===== config.mk =====
export PLATFORM = sky130hd
export DESIGN_NAME = usb_ep0_rx_ep1_tx_load
export DESIGN_NICKNAME = d
export VERILOG_FILES = /design/src/usb_ep_pkg.sv /design/src/usb_ep0_rx_ep1_tx_load.sv
export SDC_FILE = /design/constraint.sdc
export NUM_CORES = 1
export LEC_CHECK = 0
export BUFFER_PORTS_ARGS = -buffer_cell sky130_fd_sc_hd__buf_2
export CAP_MARGIN = 25
export CORE_MARGIN = 2
export CORE_UTILIZATION = 26
export CTS_CLUSTER_DIAMETER = 120
export DETAILED_ROUTE_END_ITERATION = 16
export PLACE_DENSITY = 0.47
export SETUP_SLACK_MARGIN = 0.2
export SLEW_MARGIN = 20
export SYNTH_ARGS = -nofsm -noshare
export SYNTH_HDL_FRONTEND = slang
export SYNTH_SLANG_ARGS = --single-unit

===== constraint.sdc =====
create_clock -name sys_clk_in -period 3.7 [get_ports sys_clk_in]
set_input_delay 1.11 -clock sys_clk_in [delete_from_list [all_inputs] [get_ports sys_clk_in]]
set_output_delay 1.11 -clock sys_clk_in [all_outputs]
set_load 0.005 [all_outputs]

===== src/usb_ep_pkg.sv =====
// Shared constants for the control and interrupt endpoint logic
package usb_ep_pkg;

  // ---------------------------------------------------------------
  // Register indices on the local register port
  // ---------------------------------------------------------------
  localparam logic [2:0] ADDR_RX_CTRL   = 3'h0;
  localparam logic [2:0] ADDR_RX_STAT   = 3'h1;
  localparam logic [2:0] ADDR_RX_FLAGS  = 3'h2;
  localparam logic [2:0] ADDR_TX1_DATA  = 3'h3;
  localparam logic [2:0] ADDR_TX1_COUNT = 3'h4;
  localparam logic [2:0] ADDR_RX_DATA   = 3'h5;

  // ---------------------------------------------------------------
  // Field positions
  // ---------------------------------------------------------------
  localparam int CTRL_CLEAR_BIT = 7;
  localparam int CTRL_STALL_BIT = 3;
  localparam int CTRL_FEN_BIT   = 1;
  localparam int CTRL_EN_BIT    = 0;
  localparam int STAT_SEQ_BIT   = 7;
  localparam int STAT_SETUP_BIT = 6;
  localparam int STAT_ACK_BIT   = 0;
  localparam int COUNT_W        = 4;

  // ---------------------------------------------------------------
  // Reset values and sizes
  // ---------------------------------------------------------------
  localparam logic [7:0]         BYTE_ZERO   = 8'h00;
  localparam logic [3:0]         NIBBLE_ZERO = 4'h0;
  localparam logic [COUNT_W-1:0] COUNT_RESET = 4'h0;
  localparam int                 FIFO_WIDTH  = 8;
  localparam int                 FIFO_DEPTH  = 32;

  // ---------------------------------------------------------------
  // Handshake codes toward the serial engine
  // ---------------------------------------------------------------
  localparam logic [1:0] HS_NONE  = 2'h0;
  localparam logic [1:0] HS_GO    = 2'h1;
  localparam logic [1:0] HS_NACK  = 2'h2;
  localparam logic [1:0] HS_STALL = 2'h3;

endpackage


===== src/usb_ep0_rx_ep1_tx_load.sv =====
// Byte FIFO and control/interrupt endpoint register logic
`timescale 1ns/1ps

// ---------------------------------------------------------------
// Byte FIFO with clear
// ---------------------------------------------------------------
module byte_fifo #(
  parameter int WIDTH = 8,
  parameter int DEPTH = 32,
  parameter int PTR_W = $clog2(DEPTH)
) (
  input  wire logic             clk_in,
  input  wire logic             rst_n_in,
  input  wire logic             clear_in,
  input  wire logic             in_valid_in,
  output logic                  in_ready_out,
  input  wire logic [WIDTH-1:0] in_data_in,
  output logic                  out_valid_out,
  input  wire logic             out_ready_in,
  output logic      [WIDTH-1:0] out_data_out,
  output logic                  full_out,
  output logic                  empty_out
);
  logic [WIDTH-1:0] mem [DEPTH];
  logic [PTR_W-1:0] wr_ptr;
  logic [PTR_W-1:0] rd_ptr;
  logic [PTR_W:0]   count;
  logic [PTR_W:0]   next_count;
  logic             push;
  logic             pop;

  function automatic logic [PTR_W-1:0] bump(input logic [PTR_W-1:0] p);
    bump = (p == PTR_W'(DEPTH - 1)) ? '0 : p + 1'b1;
  endfunction

  // Handshakes; full and empty are flops so ready never glitches
  assign push          = in_valid_in & ~full_out;
  assign pop           = out_ready_in & ~empty_out;
  assign in_ready_out  = ~full_out;
  assign out_valid_out = ~empty_out;
  assign out_data_out  = mem[rd_ptr];

  // Occupancy after this cycle
  always_comb begin
    next_count = count;
    if (push && !pop) begin
      next_count = count + 1'b1;
    end else if (pop && !push) begin
      next_count = count - 1'b1;
    end
  end

  // Pointers and flags; clear beats any traffic in the same cycle
  always_ff @(posedge clk_in or negedge rst_n_in) begin
    if (!rst_n_in) begin
      wr_ptr    <= '0;
      rd_ptr    <= '0;
      count     <= '0;
      full_out  <= 1'b0;
      empty_out <= 1'b1;
    end else if (clear_in) begin
      wr_ptr    <= '0;
      rd_ptr    <= '0;
      count     <= '0;
      full_out  <= 1'b0;
      empty_out <= 1'b1;
    end else begin
      if (push) begin
        wr_ptr <= bump(wr_ptr);
      end
      if (pop) begin
        rd_ptr <= bump(rd_ptr);
      end
      count     <= next_count;
      full_out  <= (next_count == (PTR_W + 1)'(DEPTH));
      empty_out <= (next_count == '0);
    end
  end

  // Storage, no reset needed for data
  always_ff @(posedge clk_in) begin
    if (push && !clear_in) begin
      mem[wr_ptr] <= in_data_in;
    end
  end
endmodule

// ---------------------------------------------------------------
// Endpoint logic
// ---------------------------------------------------------------
module usb_ep0_rx_ep1_tx_load (
  input  wire logic       sys_clk_in,
  input  wire logic       rstn_in,
  input  wire logic [2:0] reg_addr_in,
  input  wire logic       reg_wr_in,
  input  wire logic       reg_rd_in,
  input  wire logic [7:0] reg_wdata_in,
  output logic      [7:0] reg_rdata_out,
  input  wire logic       ctrl_tx_enable_in,
  input  wire logic       usb_setup_begin_in,
  input  wire logic       usb_setup_end_in,
  input  wire logic       usb_status_stage_in,
  input  wire logic       usb_rx_valid_in,
  input  wire logic [7:0] usb_rx_byte_in,
  input  wire logic       usb_out_end_in,
  input  wire logic       usb_out_error_in,
  input  wire logic       usb_out_pid_match_in,
  input  wire logic       usb_in_token_in,
  input  wire logic       usb_in_ack_in,
  input  wire logic       intr_tx_stall_in,
  input  wire logic       usb_tx_pop_in,
  output logic      [7:0] tx_byte_out,
  output logic            tx1_ready_out,
  output logic            rx_ready_out,
  output logic            rx_accept_out,
  output logic      [1:0] out_hs_out,
  output logic            out_hs_valid_out,
  output logic      [1:0] in_hs_out,
  output logic            in_hs_valid_out,
  output logic            connect_out,
  output logic            irq_out
);
  logic [1:0]  rst_pipe;
  logic        rst_n;
  logic        rx_clear;
  logic        rx_stall_req;
  logic        rx_fen;
  logic        rx_en;
  logic        seq;
  logic        setup;
  logic        fsw;
  logic        stat_seen;
  logic        st_stall;
  logic        st_nack;
  logic        st_err;
  logic        st_ack;
  logic        rx_underrun;
  logic        rx_overrun;
  logic [3:0]  count;
  logic        tx_armed;
  logic        wr_ctrl;
  logic        wr_stat;
  logic        wr_tx1;
  logic        wr_count;
  logic        rd_data;
  logic        clear_req;
  logic        rx_accept;
  logic [1:0]  out_pick;
  logic        ack_set;
  logic        rx_in_ready;
  logic        rx_out_valid;
  logic [7:0]  rx_out_data;
  logic        rx_full;
  logic        rx_empty;
  logic        tx_in_ready;
  logic        tx_out_valid;
  logic [7:0]  tx_out_data;

  function automatic logic hit(input logic [2:0] a, input logic [2:0] idx);
    hit = (a == idx);
  endfunction

  // Stall outranks a missing enable on both endpoints
  function automatic logic [1:0] hs_pick(input logic ready, input logic stall);
    hs_pick = stall ? usb_ep_pkg::HS_STALL : (ready ? usb_ep_pkg::HS_GO : usb_ep_pkg::HS_NACK);
  endfunction

  // Reset release through two flops
  always_ff @(posedge sys_clk_in or negedge rstn_in) begin
    if (!rstn_in) begin
      rst_pipe <= 2'h0;
    end else begin
      rst_pipe <= {rst_pipe[0], 1'b1};
    end
  end
  assign rst_n = rst_pipe[1];

  // Register port decode
  assign wr_ctrl   = reg_wr_in & hit(reg_addr_in, usb_ep_pkg::ADDR_RX_CTRL);
  assign wr_stat   = reg_wr_in & hit(reg_addr_in, usb_ep_pkg::ADDR_RX_STAT);
  assign wr_tx1    = reg_wr_in & hit(reg_addr_in, usb_ep_pkg::ADDR_TX1_DATA);
  assign wr_count  = reg_wr_in & hit(reg_addr_in, usb_ep_pkg::ADDR_TX1_COUNT);
  assign rd_data   = reg_rd_in & hit(reg_addr_in, usb_ep_pkg::ADDR_RX_DATA);
  assign clear_req = wr_ctrl & reg_wdata_in[usb_ep_pkg::CTRL_CLEAR_BIT];

  // Setup bytes always land; OUT bytes need enable and no stall
  assign rx_accept = fsw | (rx_fen & ~rx_stall_req);
  assign out_pick  = hs_pick(rx_fen, rx_stall_req);
  assign ack_set   = usb_out_end_in & ~usb_out_error_in & (out_pick == usb_ep_pkg::HS_GO);

  // ---------------------------------------------------------------
  // Receive control register
  // ---------------------------------------------------------------
  // Hardware clears come last so they beat a racing software write
  always_ff @(posedge sys_clk_in or negedge rst_n) begin
    if (!rst_n) begin
      rx_clear     <= 1'b0;
      rx_stall_req <= 1'b0;
      rx_fen       <= 1'b0;
      rx_en        <= 1'b0;
    end else begin
      rx_clear <= clear_req;
      if (wr_ctrl) begin
        rx_en        <= reg_wdata_in[usb_ep_pkg::CTRL_EN_BIT];
        rx_stall_req <= reg_wdata_in[usb_ep_pkg::CTRL_STALL_BIT];
        rx_fen       <= reg_wdata_in[usb_ep_pkg::CTRL_FEN_BIT];
      end
      if (usb_setup_end_in) begin
        rx_stall_req <= 1'b0;
      end
      if (ack_set || usb_setup_end_in || clear_req) begin
        rx_fen <= 1'b0;
      end
    end
  end

  // ---------------------------------------------------------------
  // Receive status register
  // ---------------------------------------------------------------
  // Software clears first, hardware sets after: a set in the clear cycle survives
  always_ff @(posedge sys_clk_in or negedge rst_n) begin
    if (!rst_n) begin
      seq      <= 1'b0;
      setup    <= 1'b0;
      fsw      <= 1'b0;
      stat_seen <= 1'b0;
      st_stall <= 1'b0;
      st_nack  <= 1'b0;
      st_err   <= 1'b0;
      st_ack   <= 1'b0;
    end else begin
      if (wr_stat && reg_wdata_in[usb_ep_pkg::STAT_SETUP_BIT]) begin
        setup <= 1'b0;
      end
      if (wr_stat && reg_wdata_in[usb_ep_pkg::STAT_ACK_BIT]) begin
        st_ack <= 1'b0;
      end
      if (usb_setup_begin_in) begin
        fsw    <= 1'b1;
        stat_seen <= 1'b0;
        st_ack <= 1'b0;
      end
      if (usb_setup_end_in) begin
        fsw   <= 1'b0;
        seq   <= 1'b1;
        setup <= 1'b1;
      end
      if (usb_status_stage_in) begin
        stat_seen <= 1'b1;
      end
      if (usb_out_end_in) begin
        st_err <= usb_out_error_in;
        if (!usb_out_error_in) begin
          st_stall <= (out_pick == usb_ep_pkg::HS_STALL);
          st_nack  <= (out_pick == usb_ep_pkg::HS_NACK);
          if (ack_set && usb_out_pid_match_in) begin
            seq <= ~seq;
          end
        end
      end
      if (ack_set) begin
        st_ack <= 1'b1;
      end
    end
  end

  // ---------------------------------------------------------------
  // Receive FIFO and its error flags
  // ---------------------------------------------------------------
  // A new setup also flushes stale OUT data before overwriting
  byte_fifo #(
    .WIDTH (usb_ep_pkg::FIFO_WIDTH),
    .DEPTH (usb_ep_pkg::FIFO_DEPTH)
  ) rx_fifo (
    .clk_in        (sys_clk_in),
    .rst_n_in      (rst_n),
    .clear_in      (rx_clear | usb_setup_begin_in),
    .in_valid_in   (usb_rx_valid_in & rx_accept),
    .in_ready_out  (rx_in_ready),
    .in_data_in    (usb_rx_byte_in),
    .out_valid_out (rx_out_valid),
    .out_ready_in  (rd_data),
    .out_data_out  (rx_out_data),
    .full_out      (rx_full),
    .empty_out     (rx_empty)
  );

  // Sticky error flags; only a completed clear drops them
  always_ff @(posedge sys_clk_in or negedge rst_n) begin
    if (!rst_n) begin
      rx_underrun <= 1'b0;
      rx_overrun  <= 1'b0;
    end else begin
      if (rx_clear) begin
        rx_underrun <= 1'b0;
        rx_overrun  <= 1'b0;
      end
      if (rd_data && !rx_out_valid) begin
        rx_underrun <= 1'b1;
      end
      if (usb_rx_valid_in && rx_accept && !rx_in_ready) begin
        rx_overrun <= 1'b1;
      end
    end
  end

  // ---------------------------------------------------------------
  // Interrupt endpoint transmit load
  // ---------------------------------------------------------------
  // Bytes beyond a full FIFO are dropped; software watches tx1_ready_out
  byte_fifo #(
    .WIDTH (usb_ep_pkg::FIFO_WIDTH),
    .DEPTH (usb_ep_pkg::FIFO_DEPTH)
  ) tx_fifo (
    .clk_in        (sys_clk_in),
    .rst_n_in      (rst_n),
    .clear_in      (1'b0),
    .in_valid_in   (wr_tx1),
    .in_ready_out  (tx_in_ready),
    .in_data_in    (reg_wdata_in),
    .out_valid_out (tx_out_valid),
    .out_ready_in  (usb_tx_pop_in),
    .out_data_out  (tx_out_data),
    .full_out      (),
    .empty_out     ()
  );

  // Count never decrements; write arms, host ack disarms, arm wins
  always_ff @(posedge sys_clk_in or negedge rst_n) begin
    if (!rst_n) begin
      count   <= usb_ep_pkg::COUNT_RESET;
      tx_armed <= 1'b0;
    end else begin
      if (usb_in_ack_in) begin
        tx_armed <= 1'b0;
      end
      if (wr_count) begin
        count    <= reg_wdata_in[usb_ep_pkg::COUNT_W-1:0];
        tx_armed <= 1'b1;
      end
    end
  end

  // ---------------------------------------------------------------
  // Registered outputs
  // ---------------------------------------------------------------
  // Handshakes, connect, interrupt and serial-side data
  always_ff @(posedge sys_clk_in or negedge rst_n) begin
    if (!rst_n) begin
      out_hs_out       <= usb_ep_pkg::HS_NONE;
      out_hs_valid_out <= 1'b0;
      in_hs_out        <= usb_ep_pkg::HS_NONE;
      in_hs_valid_out  <= 1'b0;
      connect_out      <= 1'b0;
      irq_out          <= 1'b0;
      tx_byte_out      <= usb_ep_pkg::BYTE_ZERO;
      tx1_ready_out    <= 1'b0;
      rx_ready_out     <= 1'b0;
      rx_accept_out    <= 1'b0;
    end else begin
      out_hs_valid_out <= usb_out_end_in;
      out_hs_out       <= usb_out_error_in ? usb_ep_pkg::HS_NONE : out_pick;
      in_hs_valid_out  <= usb_in_token_in;
      in_hs_out        <= hs_pick(tx_armed, intr_tx_stall_in);
      connect_out      <= rx_en & ctrl_tx_enable_in;
      irq_out          <= st_ack | rx_underrun | rx_overrun;
      tx1_ready_out    <= tx_in_ready;
      rx_ready_out     <= rx_in_ready;
      rx_accept_out    <= rx_accept;
      if (usb_tx_pop_in) begin
        tx_byte_out <= tx_out_valid ? tx_out_data : usb_ep_pkg::BYTE_ZERO;
      end
    end
  end

  // Register read-back, reserved bits zero
  always_ff @(posedge sys_clk_in or negedge rst_n) begin
    if (!rst_n) begin
      reg_rdata_out <= usb_ep_pkg::BYTE_ZERO;
    end else if (reg_rd_in) begin
      unique case (reg_addr_in)
        usb_ep_pkg::ADDR_RX_CTRL:   reg_rdata_out <= {rx_clear, 3'h0, rx_stall_req, 1'b0, rx_fen, rx_en};
        usb_ep_pkg::ADDR_RX_STAT:   reg_rdata_out <= {seq, setup, fsw, stat_seen, st_stall, st_nack, st_err, st_ack};
        usb_ep_pkg::ADDR_RX_FLAGS:  reg_rdata_out <= {usb_ep_pkg::NIBBLE_ZERO, rx_empty, rx_full,
                                                      rx_underrun, rx_overrun};
        usb_ep_pkg::ADDR_TX1_COUNT: reg_rdata_out <= {usb_ep_pkg::NIBBLE_ZERO, count};
        usb_ep_pkg::ADDR_RX_DATA:   reg_rdata_out <= rx_out_valid ? rx_out_data : usb_ep_pkg::BYTE_ZERO;
        default:                    reg_rdata_out <= usb_ep_pkg::BYTE_ZERO;
      endcase
    end
  end

  // ---------------------------------------------------------------
  // Checks
  // ---------------------------------------------------------------
  property p_clear_done;
    @(posedge sys_clk_in) disable iff (!rst_n)
      (clear_req && !usb_rx_valid_in && !reg_rd_in) |=> rx_clear ##1
        (!rx_clear && rx_empty && !rx_underrun && !rx_overrun);
  endproperty
  a_clear_done: assert property (p_clear_done) else $error("receive clear did not complete");

  property p_out_stall;
    @(posedge sys_clk_in) disable iff (!rst_n)
      (usb_out_end_in && !usb_out_error_in && rx_stall_req) |=> (out_hs_valid_out && out_hs_out == usb_ep_pkg::HS_STALL);
  endproperty
  a_out_stall: assert property (p_out_stall) else $error("stall request not answered with stall");

  property p_out_nack;
    @(posedge sys_clk_in) disable iff (!rst_n)
      (usb_out_end_in && !usb_out_error_in && !rx_stall_req && !rx_fen) |=> (out_hs_out == usb_ep_pkg::HS_NACK && st_nack);
  endproperty
  a_out_nack: assert property (p_out_nack) else $error("disabled OUT not answered with nack");

  property p_setup_accept;
    @(posedge sys_clk_in) disable iff (!rst_n)
      usb_setup_begin_in |=> fsw ##1 rx_accept_out;
  endproperty
  a_setup_accept: assert property (p_setup_accept) else $error("setup data not accepted");

  property p_setup_end;
    @(posedge sys_clk_in) disable iff (!rst_n)
      usb_setup_end_in |=> (!rx_stall_req && !rx_fen && seq && setup && !fsw);
  endproperty
  a_setup_end: assert property (p_setup_end) else $error("setup end effects missing");

  property p_connect;
    @(posedge sys_clk_in) disable iff (!rst_n)
      (!rx_en || !ctrl_tx_enable_in) |=> !connect_out;
  endproperty
  a_connect: assert property (p_connect) else $error("connected without both enables");

  property p_ack_fen;
    @(posedge sys_clk_in) disable iff (!rst_n)
      (ack_set && !usb_setup_begin_in) |=> (st_ack && !rx_fen) ##1 irq_out;
  endproperty
  a_ack_fen: assert property (p_ack_fen) else $error("ack did not set interrupt or drop enable");

  property p_underflow;
    @(posedge sys_clk_in) disable iff (!rst_n)
      (rd_data && !rx_out_valid && !rx_clear) |=> rx_underrun ##1 irq_out;
  endproperty
  a_underflow: assert property (p_underflow) else $error("empty read missed underflow");

  property p_count_arm;
    @(posedge sys_clk_in) disable iff (!rst_n)
      wr_count |=> (tx_armed && count == $past(reg_wdata_in[3:0]));
  endproperty
  a_count_arm: assert property (p_count_arm) else $error("count write did not arm transmit");

  property p_in_reply;
    @(posedge sys_clk_in) disable iff (!rst_n)
      (usb_in_token_in && !tx_armed && !intr_tx_stall_in) |=> (in_hs_valid_out && in_hs_out == usb_ep_pkg::HS_NACK);
  endproperty
  a_in_reply: assert property (p_in_reply) else $error("unarmed IN not answered with nack");
endmodule


# Yosys cells after proc, flatten, opt, wreduce, memory -nomap -nowiden
# Memory sizes are Yosys's and may differ from the RTL's.
# Index checks and enable logic that the tools add are counted.
[word_totals] in_bits=35 ram_bits=512 out_inout_bits=27 ff_bits=84 mem_count=2 wordCells=170
[memory_table] memory="rx_fifo.mem" words=32 width=8 read_ports=1 rd_clocked_by_memory_dff=0 write_ports=1 line="usb_ep0_rx_ep1_tx_load.sv:24" source="logic [WIDTH-1:0] mem [DEPTH];"
[memory_table] memory="tx_fifo.mem" words=32 width=8 read_ports=1 rd_clocked_by_memory_dff=0 write_ports=1 line="usb_ep0_rx_ep1_tx_load.sv:24"
[op_classes] eq_ne=14 reduce_logical=33 n_bitwise=26 n_mux=49 n_addsub=8
[ops] operator="5-bit two-way mux" n=8
[ops] operator="8-bit case mux with 5 select lines" n=1
[ops] operator="6-bit two-way mux" n=5
[ops] operator="1-bit two-way mux" n=28
[ops] operator="5-bit by 1-bit adder with 5-bit output, second input constant" n=4
[ops] operator="5-bit == test, second input constant" n=4
[ops] operator="2-bit nonzero test" n=10
[ops] operator="8-bit two-way mux" n=2
[ops] operator="1-bit bitwise AND" n=15
[ops] operator="6-bit by 1-bit adder with 6-bit output, second input constant" n=2
[ops] operator="6-bit == test, second input constant" n=2
[ops] operator="6-bit zero test" n=2
[ops] operator="6-bit by 1-bit subtractor with 6-bit output, second input constant" n=2
[ops] operator="1-bit logical AND" n=11
[ops] operator="2-bit two-way mux" n=5
[ops] operator="1-bit inverter" n=7
[ops] operator="3-bit by 2-bit == test with 1-bit output, second input constant" n=2
[ops] operator="3-bit == test, second input constant" n=2
[ops] operator="1-bit zero test" n=5
[ops] operator="2-bit == test, second input constant" n=2
[ops] operator="1-bit bitwise OR" n=4
[ops] operator="3-bit by 1-bit == test with 1-bit output, second input constant" n=1
[ops] operator="3-bit zero test" n=1
[ops] operator="3-bit nonzero test" n=1
[ops] operator="other kinds (3)" n=4

# Logic depth before layout (Yosys ltp)
# Gate-level depths: netlist (run 1).
[depth] word_depth=11 depth_mapped=9 mapped_depth_nobuf=8

# Modules after synthesis
# A second synthesis (run 1) with hierarchy kept.
[hier_totals] hier_cells=1242 area_unflattened_um2=23950.5
[by_module_without_submodules] mod="byte_fifo (rx_fifo)" area_per_inst_um2=10971.8 instances=1 seq_area_each_um2=8139.1 cells_per_inst=540
[by_module_without_submodules] mod="byte_fifo (tx_fifo)" area_per_inst_um2=10948.0 instances=1 seq_area_each_um2=8139.1 cells_per_inst=531
[by_module_without_submodules] mod="usb_ep0_rx_ep1_tx_load" area_per_inst_um2=2030.7 instances=1 seq_area_each_um2=1201.2 cells_per_inst=171

# Least setup slack after synthesis (run 1)
# Ideal clock, no wire load.
[synth_timing] path_kind="in2reg" from="input port reg_addr_in[1]" to="register rx_fifo.full_out" path_stages=7 setup_time_ns=0.095 path_buffers=1 arrival_ns=2.684 required_ns=3.605 setup_slack_ns=0.921 cell_sequence="buf_6 > nor4b_2 > nand3_1 > and3_4 > nor4_2 > or4b_1 > nor4b_2"
[synth_between] elab_chain_cells=8 elab_cells_between_ends=10 classes_between="eq/ne: 2; mux: 3; bitwise: 2; reduce/logical: 3"
[synth_rtl] item="from (decl)" line="usb_ep0_rx_ep1_tx_load.sv:94" source="input wire logic [2:0] reg_addr_in,"
[synth_rtl] item="3-bit == test (*)" line="usb_ep0_rx_ep1_tx_load.sv:160" source="hit = (a == idx);"
[synth_rtl] item="1-bit bitwise AND (*)" line="usb_ep0_rx_ep1_tx_load.sv:183" source="assign rd_data = reg_rd_in & hit(reg_addr_in, usb_ep_pkg::ADDR_RX_DATA);"
[synth_rtl] item="1-bit bitwise AND (*)" line="usb_ep0_rx_ep1_tx_load.sv:38" source="assign pop = out_ready_in & ~empty_out;"
[synth_rtl] item="1-bit logical AND / 1-bit zero test (equally long branches)" line="usb_ep0_rx_ep1_tx_load.sv:48, usb_ep0_rx_ep1_tx_load.sv:46"
[synth_rtl] item="6-bit two-way mux / 1-bit logical AND (equally long branches)" line="usb_ep0_rx_ep1_tx_load.sv:48, usb_ep0_rx_ep1_tx_load.sv:46"
[synth_rtl] item="6-bit two-way mux (*)" line="usb_ep0_rx_ep1_tx_load.sv:46" source="if (push && !pop) begin"
[synth_rtl] item="6-bit == test (*)" line="usb_ep0_rx_ep1_tx_load.sv:75" source="full_out <= (next_count == (PTR_W + 1)'(DEPTH));"
[synth_rtl] item="1-bit two-way mux (*)" line="usb_ep0_rx_ep1_tx_load.sv:61" source="end else if (clear_in) begin"
[synth_rtl] item="to (signal assigned)" line="usb_ep0_rx_ep1_tx_load.sv:75"
[synth_rtl] item="to (decl)" line="usb_ep0_rx_ep1_tx_load.sv:21" source="output logic full_out,"
# Mark *: on every way between the ends. The rest lies on a longest branch, timed or not.
# A chain may end at the register's enable or synchronous reset.

# Final worst setup path (run 1)
[layout_timing] from="register rx_fifo.rd_ptr[0]" to="register reg_rdata_out[4]"
[layout_between] elab_chain_cells=3
[layout_rtl] item="from (decl)" line="usb_ep0_rx_ep1_tx_load.sv:26" source="logic [PTR_W-1:0] rd_ptr;"
[layout_rtl] item="from (signal assigned)" line="usb_ep0_rx_ep1_tx_load.sv:72" source="rd_ptr <= bump(rd_ptr);"
[layout_rtl] item="memory 32 x 8 bit"
[layout_rtl] item="8-bit two-way mux" line="usb_ep0_rx_ep1_tx_load.sv:387" source="usb_ep_pkg::ADDR_RX_DATA: reg_rdata_out <= rx_out_valid ? rx_out_data : usb_ep_pkg::BYTE_ZERO;"
[layout_rtl] item="8-bit case mux with 5 select lines" line="usb_ep0_rx_ep1_tx_load.sv:381" source="unique case (reg_addr_in)"
[layout_rtl] item="to (signal assigned)" line="usb_ep0_rx_ep1_tx_load.sv:382" source="usb_ep_pkg::ADDR_RX_CTRL: reg_rdata_out <= {rx_clear, 3'h0, rx_stall_req, 1'b0, rx_fen, rx_en};"
[layout_rtl] item="to (signal assigned)" line="usb_ep0_rx_ep1_tx_load.sv:387"
[layout_rtl] item="to (signal assigned)" line="usb_ep0_rx_ep1_tx_load.sv:388" source="default: reg_rdata_out <= usb_ep_pkg::BYTE_ZERO;"
[layout_rtl] item="to (decl)" line="usb_ep0_rx_ep1_tx_load.sv:98" source="output logic [7:0] reg_rdata_out,"
# Every way passes these cells.

==> flow_results.org, run 1 <==
** Synthesis
- Fraction of synthesized cell area taken by the top area cell type :: around 64%
- Library cell occupying the most area in the post-synthesis netlist :: edfxtp_1
- Number of flops mapped to enable cells by yosys :: between 500 and 600
- The number of nets in the synthesized netlist is between 1000 and 1500.
- Top cells by area in the synthesized netlist :: edfxtp_1 64%, mux4_2 11%, dfrtp_1 8.5%
- Sequential cells were found to cover 72.78% of the synthesized design area.
- Most instantiated library cell after synthesis :: edfxtp_1
- Async set-or-reset flop fraction in the synthesized netlist :: approximately 14%
- Synthesis-stage register bit count :: 596
- Counting every instance in the synthesized netlist gives ~1300.
- Averaged over all synthesized cells, the footprint is approximately 18 sq um.
- List of most frequent post-synthesis cells :: 512 x edfxtp_1, 120 x mux4_2, 106 x nor2_1
- Count of warnings emitted by yosys :: 0
- Prevailing post-synth register cell :: edfxtp_1
- Number of distinct library cell variants in the gate-level netlist after synthesis :: 68
- Netlist area before placement :: 24020 sq um

** Floorplanning
- The core region is just over 90000 sq um.
- Initial core utilization :: a little over a quarter
- 62 I/O pins were placed.
- Die span in x :: between 300 and 400 um
- Num rows :: 111
- Die Span Y :: 307.9 um
- The die covers approximately 95000 sq um.

** Worst setup path
- Element type at the critical path end :: flop
- Start-to-end type of the worst setup path :: flop to flop
- Startpoint type of the worst setup path :: flop
- Maximum fanout count along the critical path :: 39
- Data arrives at the worst endpoint at around 3.1 ns.
- Data on the critical path is required at its endpoint by 4.18 ns.

** Hold path
- Hold crit path type :: flop to asynchronous set/reset pin

** GRT
- For this run, global-route usage on met2 was measured as between 20% and 30%.
- Wire length of the first global-routing pass :: between 80 and 90 mm
- Met3 demand-to-capacity share in global routing :: around 2.3%
- After global routing the overflow that remains totals 0.
- Global routing consumed, over all layers together, about an eighth of the routing resources.
- Number of global-route vias before repair :: 12950
- The number of antenna violations at the first check in global routing is 4.
- For this run, global-route usage on met1 was measured as 16.33%.
- After global routing, the most crowded layer is met2.
- Largest net degree at the start of global routing :: 66

** Clock network
- Postcts setup bufs :: 0
- TritonCTS Buffers :: 67
- Skew-Pair Late Insertion Delay :: ~0.61 ns
- Counting along the longest clock path gives a buffer depth of 3.
- CTS H-tree depth :: 3
- Sink count of the clock tree :: between 500 and 600
- After clock tree synthesis, the clock-pin slew on the worst setup and hold paths is 0.06 ns.
- Clock tree synthesis selected as its root buffer the cell clkbuf_16.
- TritonCTS built the clock tree.
- Once the clock tree was built, the resizer swapped 0 gates to a different size.
- CTS Hold Buffers Added :: 0

** Route
- In the routed design, unresolved DRC markers number 0.
- Number of nets with antenna violations after routing :: 0
- First-pass iteration count of the detailed router :: 5
- Violation count after the first detailed-routing iteration :: 1011
- Dividing the detail-routed wire length by the instance count gives ~21 um.
- In the routed layout, each cell is associated on average with a via count of 4.554.
- Across all layers, the routed design uses around 12000 vias.
- After detailed routing, the total wire length is just under 60 mm.

** STA
- Maximum clock skew at final layout :: approximately 0.022 ns
- After layout, the worst path uses 71.82% of the clock period.
- At the pin with the least slew margin, the transition time is between 0.8 and 0.9 ns.
- Final setup TNS :: 0 ns
- Worst path setup slack after routing :: between 1 and 1.5 ns
- Final-report max-slew violation count :: 0
- Setup repair after global routing left no endpoint under its margin.
- Hold is met by 0.2666 ns.
- Based on the critical path, the design can be clocked at up to roughly 380 MHz.
- Final hold vios :: 0
- Final setup violating endpoints :: 0
- Final period demand of the worst path :: approximately 2.7 ns
- The worst pin sits at a relative slew slack of between 40% and 50%.

** Finish
- Number of non-filler instances in the completed layout :: around 2700
- Relative to the synthesized area, the layout overhead comes to 17.87%.
- In the final layout, the share of cells above drive strength 1 is between 20 and 30%.
- The repair_antennas step left the layout with diodes totalling 0.
- After the last flow step, the layout net total stands at 1535.

** Placement
- OpenSTA, run right after detailed placement, puts the worst setup slack at 0.5851 ns.
- Final weighted congestion of routability-driven global placement :: just over 0.8
- Count of input and output buffers :: 61
- Detailed-placement wirelength estimate :: between 30 and 40 mm
- Including well taps, the total number of placed cells is around 2600.

** Power
- IR analysis of the VDD net gives a maximum drop of 0.0003032 V.
- In this run the power density over the cells is approximately 590 nW/um^2.
- Static leakage :: roughly 9 nW

** Job
- Across the run, the number of max-cap violations was 0.

** Status
- Status :: completed
==> registers in the layout, summed over array words and instances, names as in the netlist, 2 cells and up <==
register        cells
rx_fifo.mem       256
tx_fifo.mem       256
reg_rdata_out       8
tx_byte_out         8
rx_fifo.count       6
tx_fifo.count       6
rx_fifo.rd_ptr      5
rx_fifo.wr_ptr      5
tx_fifo.rd_ptr      5
tx_fifo.wr_ptr      5
count               4
in_hs_out           2
out_hs_out          2
rst_pipe            2
==> area by class of cell <==
type                            instances  area (sq um)
Sequential cell                       596         17490
Clock buffer                           87          1773
Inverter                               19         71.32
Tap cell                             1186          1484
Fill cell                            8970         63350
Multi-Input combinational cell        650          6170
Timing Repair Buffer                  148          1008
Clock inverter                         35         307.8
==> path summary, 6_finish.rpt <==
path                                        start                 to  slack [ns]  cells after the start
worst max-delay path            rx_fifo.rd_ptr[0]   reg_rdata_out[4]        1.04                      4
worst min-delay path                  rst_pipe[1]    in_hs_valid_out        0.27                      0
worst max register to register  rx_fifo.rd_ptr[0]   reg_rdata_out[4]        1.04                      4
worst min register to register        rst_pipe[1]    in_hs_valid_out        0.27                      0
max in group asynchronous             rst_pipe[1]  tx_fifo.rd_ptr[0]        2.44                      2
min in group sys_clk_in               rst_pipe[0]        rst_pipe[1]        0.35                      0
==> kinds of logic (layout without fill, tap and decap cells) <==
logic type | Yosys count | after routing | share of synthesized area (%)
simple gates | 278 | 278 | 5.715
flops | 596 | 596 | 72.78
buf+inv | 82 | 289 | 1.532
xor+xnor | 10 | 10 | 0.3647
compound gates | 143 | 143 | 3.980
fa+ha+maj | 18 | 18 | 0.9378
other cells | 1 | 1 | 0.01561
mux | 200 | 200 | 14.68
==> per-layer routing <==
metal	wire length, um	up-vias
li1	-	5609
met1	25600	6456
met2	28670	231
met3	2295	91
met4	1295	4
met5	27	-
==> cell usage in the layout (no fill, tap or decap), types with 4 or more instances in the layout <==
| master | netlist | final |
|---|---|---|
| mux2_2 | 17 | 17 |
| o211ai_1 | 7 | 7 |
| nor2b_1 | 15 | 15 |
| clkbuf_1 | 28 | 19 |
| xor2_1 | 4 | 4 |
| buf_4 | 7 | 83 |
| a21o_1 | 4 | 4 |
| ha_1 | 18 | 18 |
| a22oi_1 | 8 | 8 |
| nand2b_1 | 5 | 5 |
| buf_12 | 0 | 4 |
| clkbuf_16 | 0 | 68 |
| a21oi_1 | 22 | 22 |
| dfrtp_1 | 82 | 76 |
| or3_1 | 5 | 5 |
| buf_2 | 15 | 61 |
| nor2_1 | 106 | 106 |
| inv_1 | 18 | 18 |
| nand2_1 | 70 | 70 |
| o21ai_0 | 48 | 48 |
| clkinv_1 | 1 | 17 |
| a32o_1 | 9 | 9 |
| and3_1 | 6 | 6 |
| nand3b_1 | 7 | 7 |
| mux4_2 | 120 | 120 |
| nor3_1 | 15 | 15 |
| o221ai_1 | 9 | 9 |
| edfxtp_1 | 512 | 512 |
| nand3_1 | 16 | 16 |
| a31oi_1 | 4 | 4 |
| clkinv_2 | 0 | 9 |
| o32ai_1 | 4 | 4 |
| mux2i_1 | 63 | 63 |
| inv_16 | 0 | 4 |
| a211oi_1 | 8 | 8 |
| xnor2_1 | 6 | 6 |
==> worst max-delay path, stage by stage, from the launching register on <==
cell and delay (ns):
dfrtp_4 0.95, mux4_2 0.63, mux4_2 0.54, a21oi_1 0.26, nand2_1 0.08
==> metrics by stage <==
step                      area, sq um  utilization [%]  power [mW]
after floorplan                 24020                -       9.552
after global placement          26210            28.59       10.45
after detailed placement        26210            28.59       10.48
after CTS                       28290            30.86       16.89
after global routing            28310            30.88       17.36
final                           28310            30.88       16.59
==> report_power, final <==
group | total (mW) | internal, mW | switching (mW)
logic | 2.34 | 1.15 | 1.19
clock network | 6.33 | 3.64 | 2.70
registers | 7.91 | 7.50 | 0.411
Note: power is estimated with default switching activity, not from simulation.
==> inputs of run 2 (changes only) <==
--- a/config.mk
+++ b/config.mk
@@ -11,7 +11,7 @@
 export CORE_UTILIZATION = 26
 export CTS_CLUSTER_DIAMETER = 120
 export DETAILED_ROUTE_END_ITERATION = 16
-export PLACE_DENSITY = 0.47
+export PLACE_DENSITY = 0.48
 export SETUP_SLACK_MARGIN = 0.2
 export SLEW_MARGIN = 20
 export SYNTH_ARGS = -nofsm -noshare
==> constraint.sdc (replaced) <==
create_clock -name sys_clk_in -period 2.4 [get_ports sys_clk_in]
set_input_delay 0.72 -clock sys_clk_in [delete_from_list [all_inputs] [get_ports sys_clk_in]]
set_output_delay 0.72 -clock sys_clk_in [all_outputs]
set_load 0.005 [all_outputs]
==> run 2 against run 1 <==
Effect of this change: clock power is 55% higher; hold slack worse by 0.046 ns; routed wire length is 4.0% higher; critical path type unchanged; clock-buffer cell count is 3 higher; non-clock buffer count is 102 higher; clock skew is 0.0014 ns lower; largest cell class unchanged; largest power group unchanged; highest routed layer is now met4; flip-flop and latch count stayed put.
==> flow_results.org, run 2 (synthesis gave the netlist of run 1 again) <==
** Finish
- Area used by multi-input combinational logic :: about 6500 sq um
- Most common cell after layout, fill and taps aside :: edfxtp_1
- The post-route netlist has 35.65% of its cells at a drive strength greater than 1.
- Post-layout nets :: 1639
- Post-route core utilization :: around 33%
- Synthesis-to-layout area growth :: 26.00%
- In the layout the commonest cells are 512 x edfxtp_1, 120 x mux4_2, 118 x buf_4, 73 x dfrtp_1, 70 x clkbuf_16.
- Across the whole layout, storage elements account for 17500 sq um.
- In the final layout, the registers with the most flip-flops are rx_fifo.mem (256), tx_fifo.mem (256).
- The filler cells instantiated in the layout total between 8000 and 9000.

** Worst setup path
- Traced cell by cell, the critical path runs through o2111ai_1 -> and3_4 -> nor4_4 -> or4b_4 -> nor4b_4.
- The worst setup path is launched from a flop.
- In this run the worst path has a maximum fanout of 5.
- Endpoint arrival time on the critical path :: around 2.8 ns
- Maximum cell stage delay along the critical path :: 0.59 ns
- The critical path is of the flop to flop type.
- Slowest stage cell, crit path :: dfstp_2
- Worst EP required :: between 2 and 3 ns
- Element type at the critical path end :: flop

** Placement
- The count of buffers added on input and output ports is 61.
- The congestion estimate from routability-driven global placement came to 0.7869.
- Detailed placement finished with a half-perimeter wire length of 39.64 mm.
- Prior to clock tree synthesis, the placed netlist has a worst setup slack of -0.2536 ns.

** Route
- Before antenna repair, the detailed router went through 7 iterations.
- After detailed routing, the number of remaining DRC violations is 0.
- In this run, the number of DRC markers left after iteration 0 of detailed routing was between 900 and 1000.
- Vias per cell :: between 4 and 5
- Number of nets with antenna violations after routing :: 0
- The detailed router placed 12920 vias in this run.
- Detailed Route WL :: roughly 60 mm
- WL/cell :: 21.27 um

** Floorplanning
- Boundary pin count :: 62
- Num rows :: about 110
- Once the floorplan was initialized, standard cells occupied 26.20% of the core.
- Die span in x :: 307.9 um
- The floorplan step defined a die boundary enclosing 94820 sq um.
- The die is 307.9 um tall.
- After floorplanning, the core was sized to cover between 90000 and 100000 sq um.

** Clock network
- TritonCTS Buffers :: 69
- CTS tree :: yes
- After clock tree synthesis, the clock-pin slew on the worst setup and hold paths is approximately 0.06 ns.
- Buffers from clock root to sink, at most :: 3
- Counting every sink on the clock net gives 596.
- The later pin in the worst-skew pair is clocked with a latency of slightly above 0.6 ns.
- The H-tree generated during clock tree synthesis spans 3 levels.
- The tree is rooted in a clkbuf_16.

** GRT
- The number of antenna violations at the first check in global routing is 2.
- Total congestion overflow after global routing :: 0
- GR Util All Layers :: 12.74%
- Largest net degree at the start of global routing :: 83
- The first global-routing pass estimated 89.33 mm of wire.
- Number of global-route vias before repair :: about 13000

** STA
- The worst path needs 2.270 ns of the cycle, external delays included.
- Final worst path period share :: 94.58%
- Relative slew slack :: 50.28%
- At the pin with the least slew margin, the transition time is ~0.75 ns.
- Final hold analysis gives a worst-case slack of ~0.22 ns.
- Maximum clock skew at final layout :: 0.02036 ns
- Setup violations remaining at the end of the flow were counted as 0.
- The number of endpoints with negative hold slack in the final report was 0.
- Final-report max-slew violation count :: 0
- Unrepaired setup endpoints after global routing :: true
- Fmax :: around 440 MHz
- Worst path setup slack after routing :: 0.1302 ns

** Power
- Static leakage :: approximately 10 nW
- Power per unit of standard cell area :: between 800 and 900 nW/um^2
- Final total power :: 26.51 mW
- VDD sags by at most roughly 0.00053 V.

** Status
- The run finished with clean final reports.

** Hold path
- The worst hold path belongs to the class input pin to flop.

** Job
- Count of maximum capacitance violations :: 0
[run 2: final timing paths]
path | slack (ns) | depth (start not counted) | endpoint | from
max | 0.13 | 5 | rx_fifo.full_out | rx_fifo.empty_out
min | 0.22 | 1 | in_hs_valid_out | usb_in_token_in
max reg2reg | 0.13 | 5 | rx_fifo.full_out | rx_fifo.empty_out
min reg2reg | 0.32 | 1 | in_hs_valid_out | rst_pipe[1]
max in group asynchronous | 1.53 | 1 | tx_fifo.rd_ptr[0] | rst_pipe[1]
min in group asynchronous | 0.32 | 1 | in_hs_valid_out | rst_pipe[1]
[run 2: final cells by class]
class / instances / area share (%)
clock buffer: 90 / 5.999
inverter: 19 / 0.2357
sequential: 596 / 57.82
clock inverter: 36 / 0.9179
multi-input combinational: 650 / 21.58
tap: 1186 / 4.904
antenna: 3 / 0.02481
timing repair buffer: 250 / 8.517
[run 2: repair_timing]
item | 4_1_cts | 5_1_grt
endpoints found under the hold margin | 2 | 0
cloned | 1 | 1
endpoints found under the setup margin | 15 | 24
gates resized for setup | 21 | 40
pin swaps | 3 | 14
hold buffers | 1 | 0
buffers inserted | 16 | 17
[run 2: where the power goes]
part / switching, mW / internal, mW
Clock: 4.27 / 5.53
Combinational: 2.30 / 2.41
Sequential: 0.434 / 11.6
Total: 7.00 / 19.5
[run 2: layer usage]
metal  vias to the layer above  part of all wire, %  track usage [%]
li1                       5833                    -                -
met1                      6752                   45            16.98
met2                       246                   49            21.34
met4                         0                  2.2            3.494
met3                        93                  3.6            2.240
met5                         -                    0                0
[run 2: critical path, delay by kind of cell (launching register included)]
| kind | cells | cell delay [ns] |
|---|---|---|
| AOI/OAI and AO/OA | 1 | 0.22 |
| and+or+nand+nor | 4 | 1.36 |
| DFF | 1 | 0.59 |
[run 2: stage by stage]
stage	TNS, ns	area, sq um	instances
6_report	0	30260	2830
5_1_grt	0	30250	2827
3_5_place_dp	-33.38	27540	2665
4_1_cts	0	29940	2809
2_1_floorplan	0	24200	1328
3_3_place_gp	-26.77	27540	2665
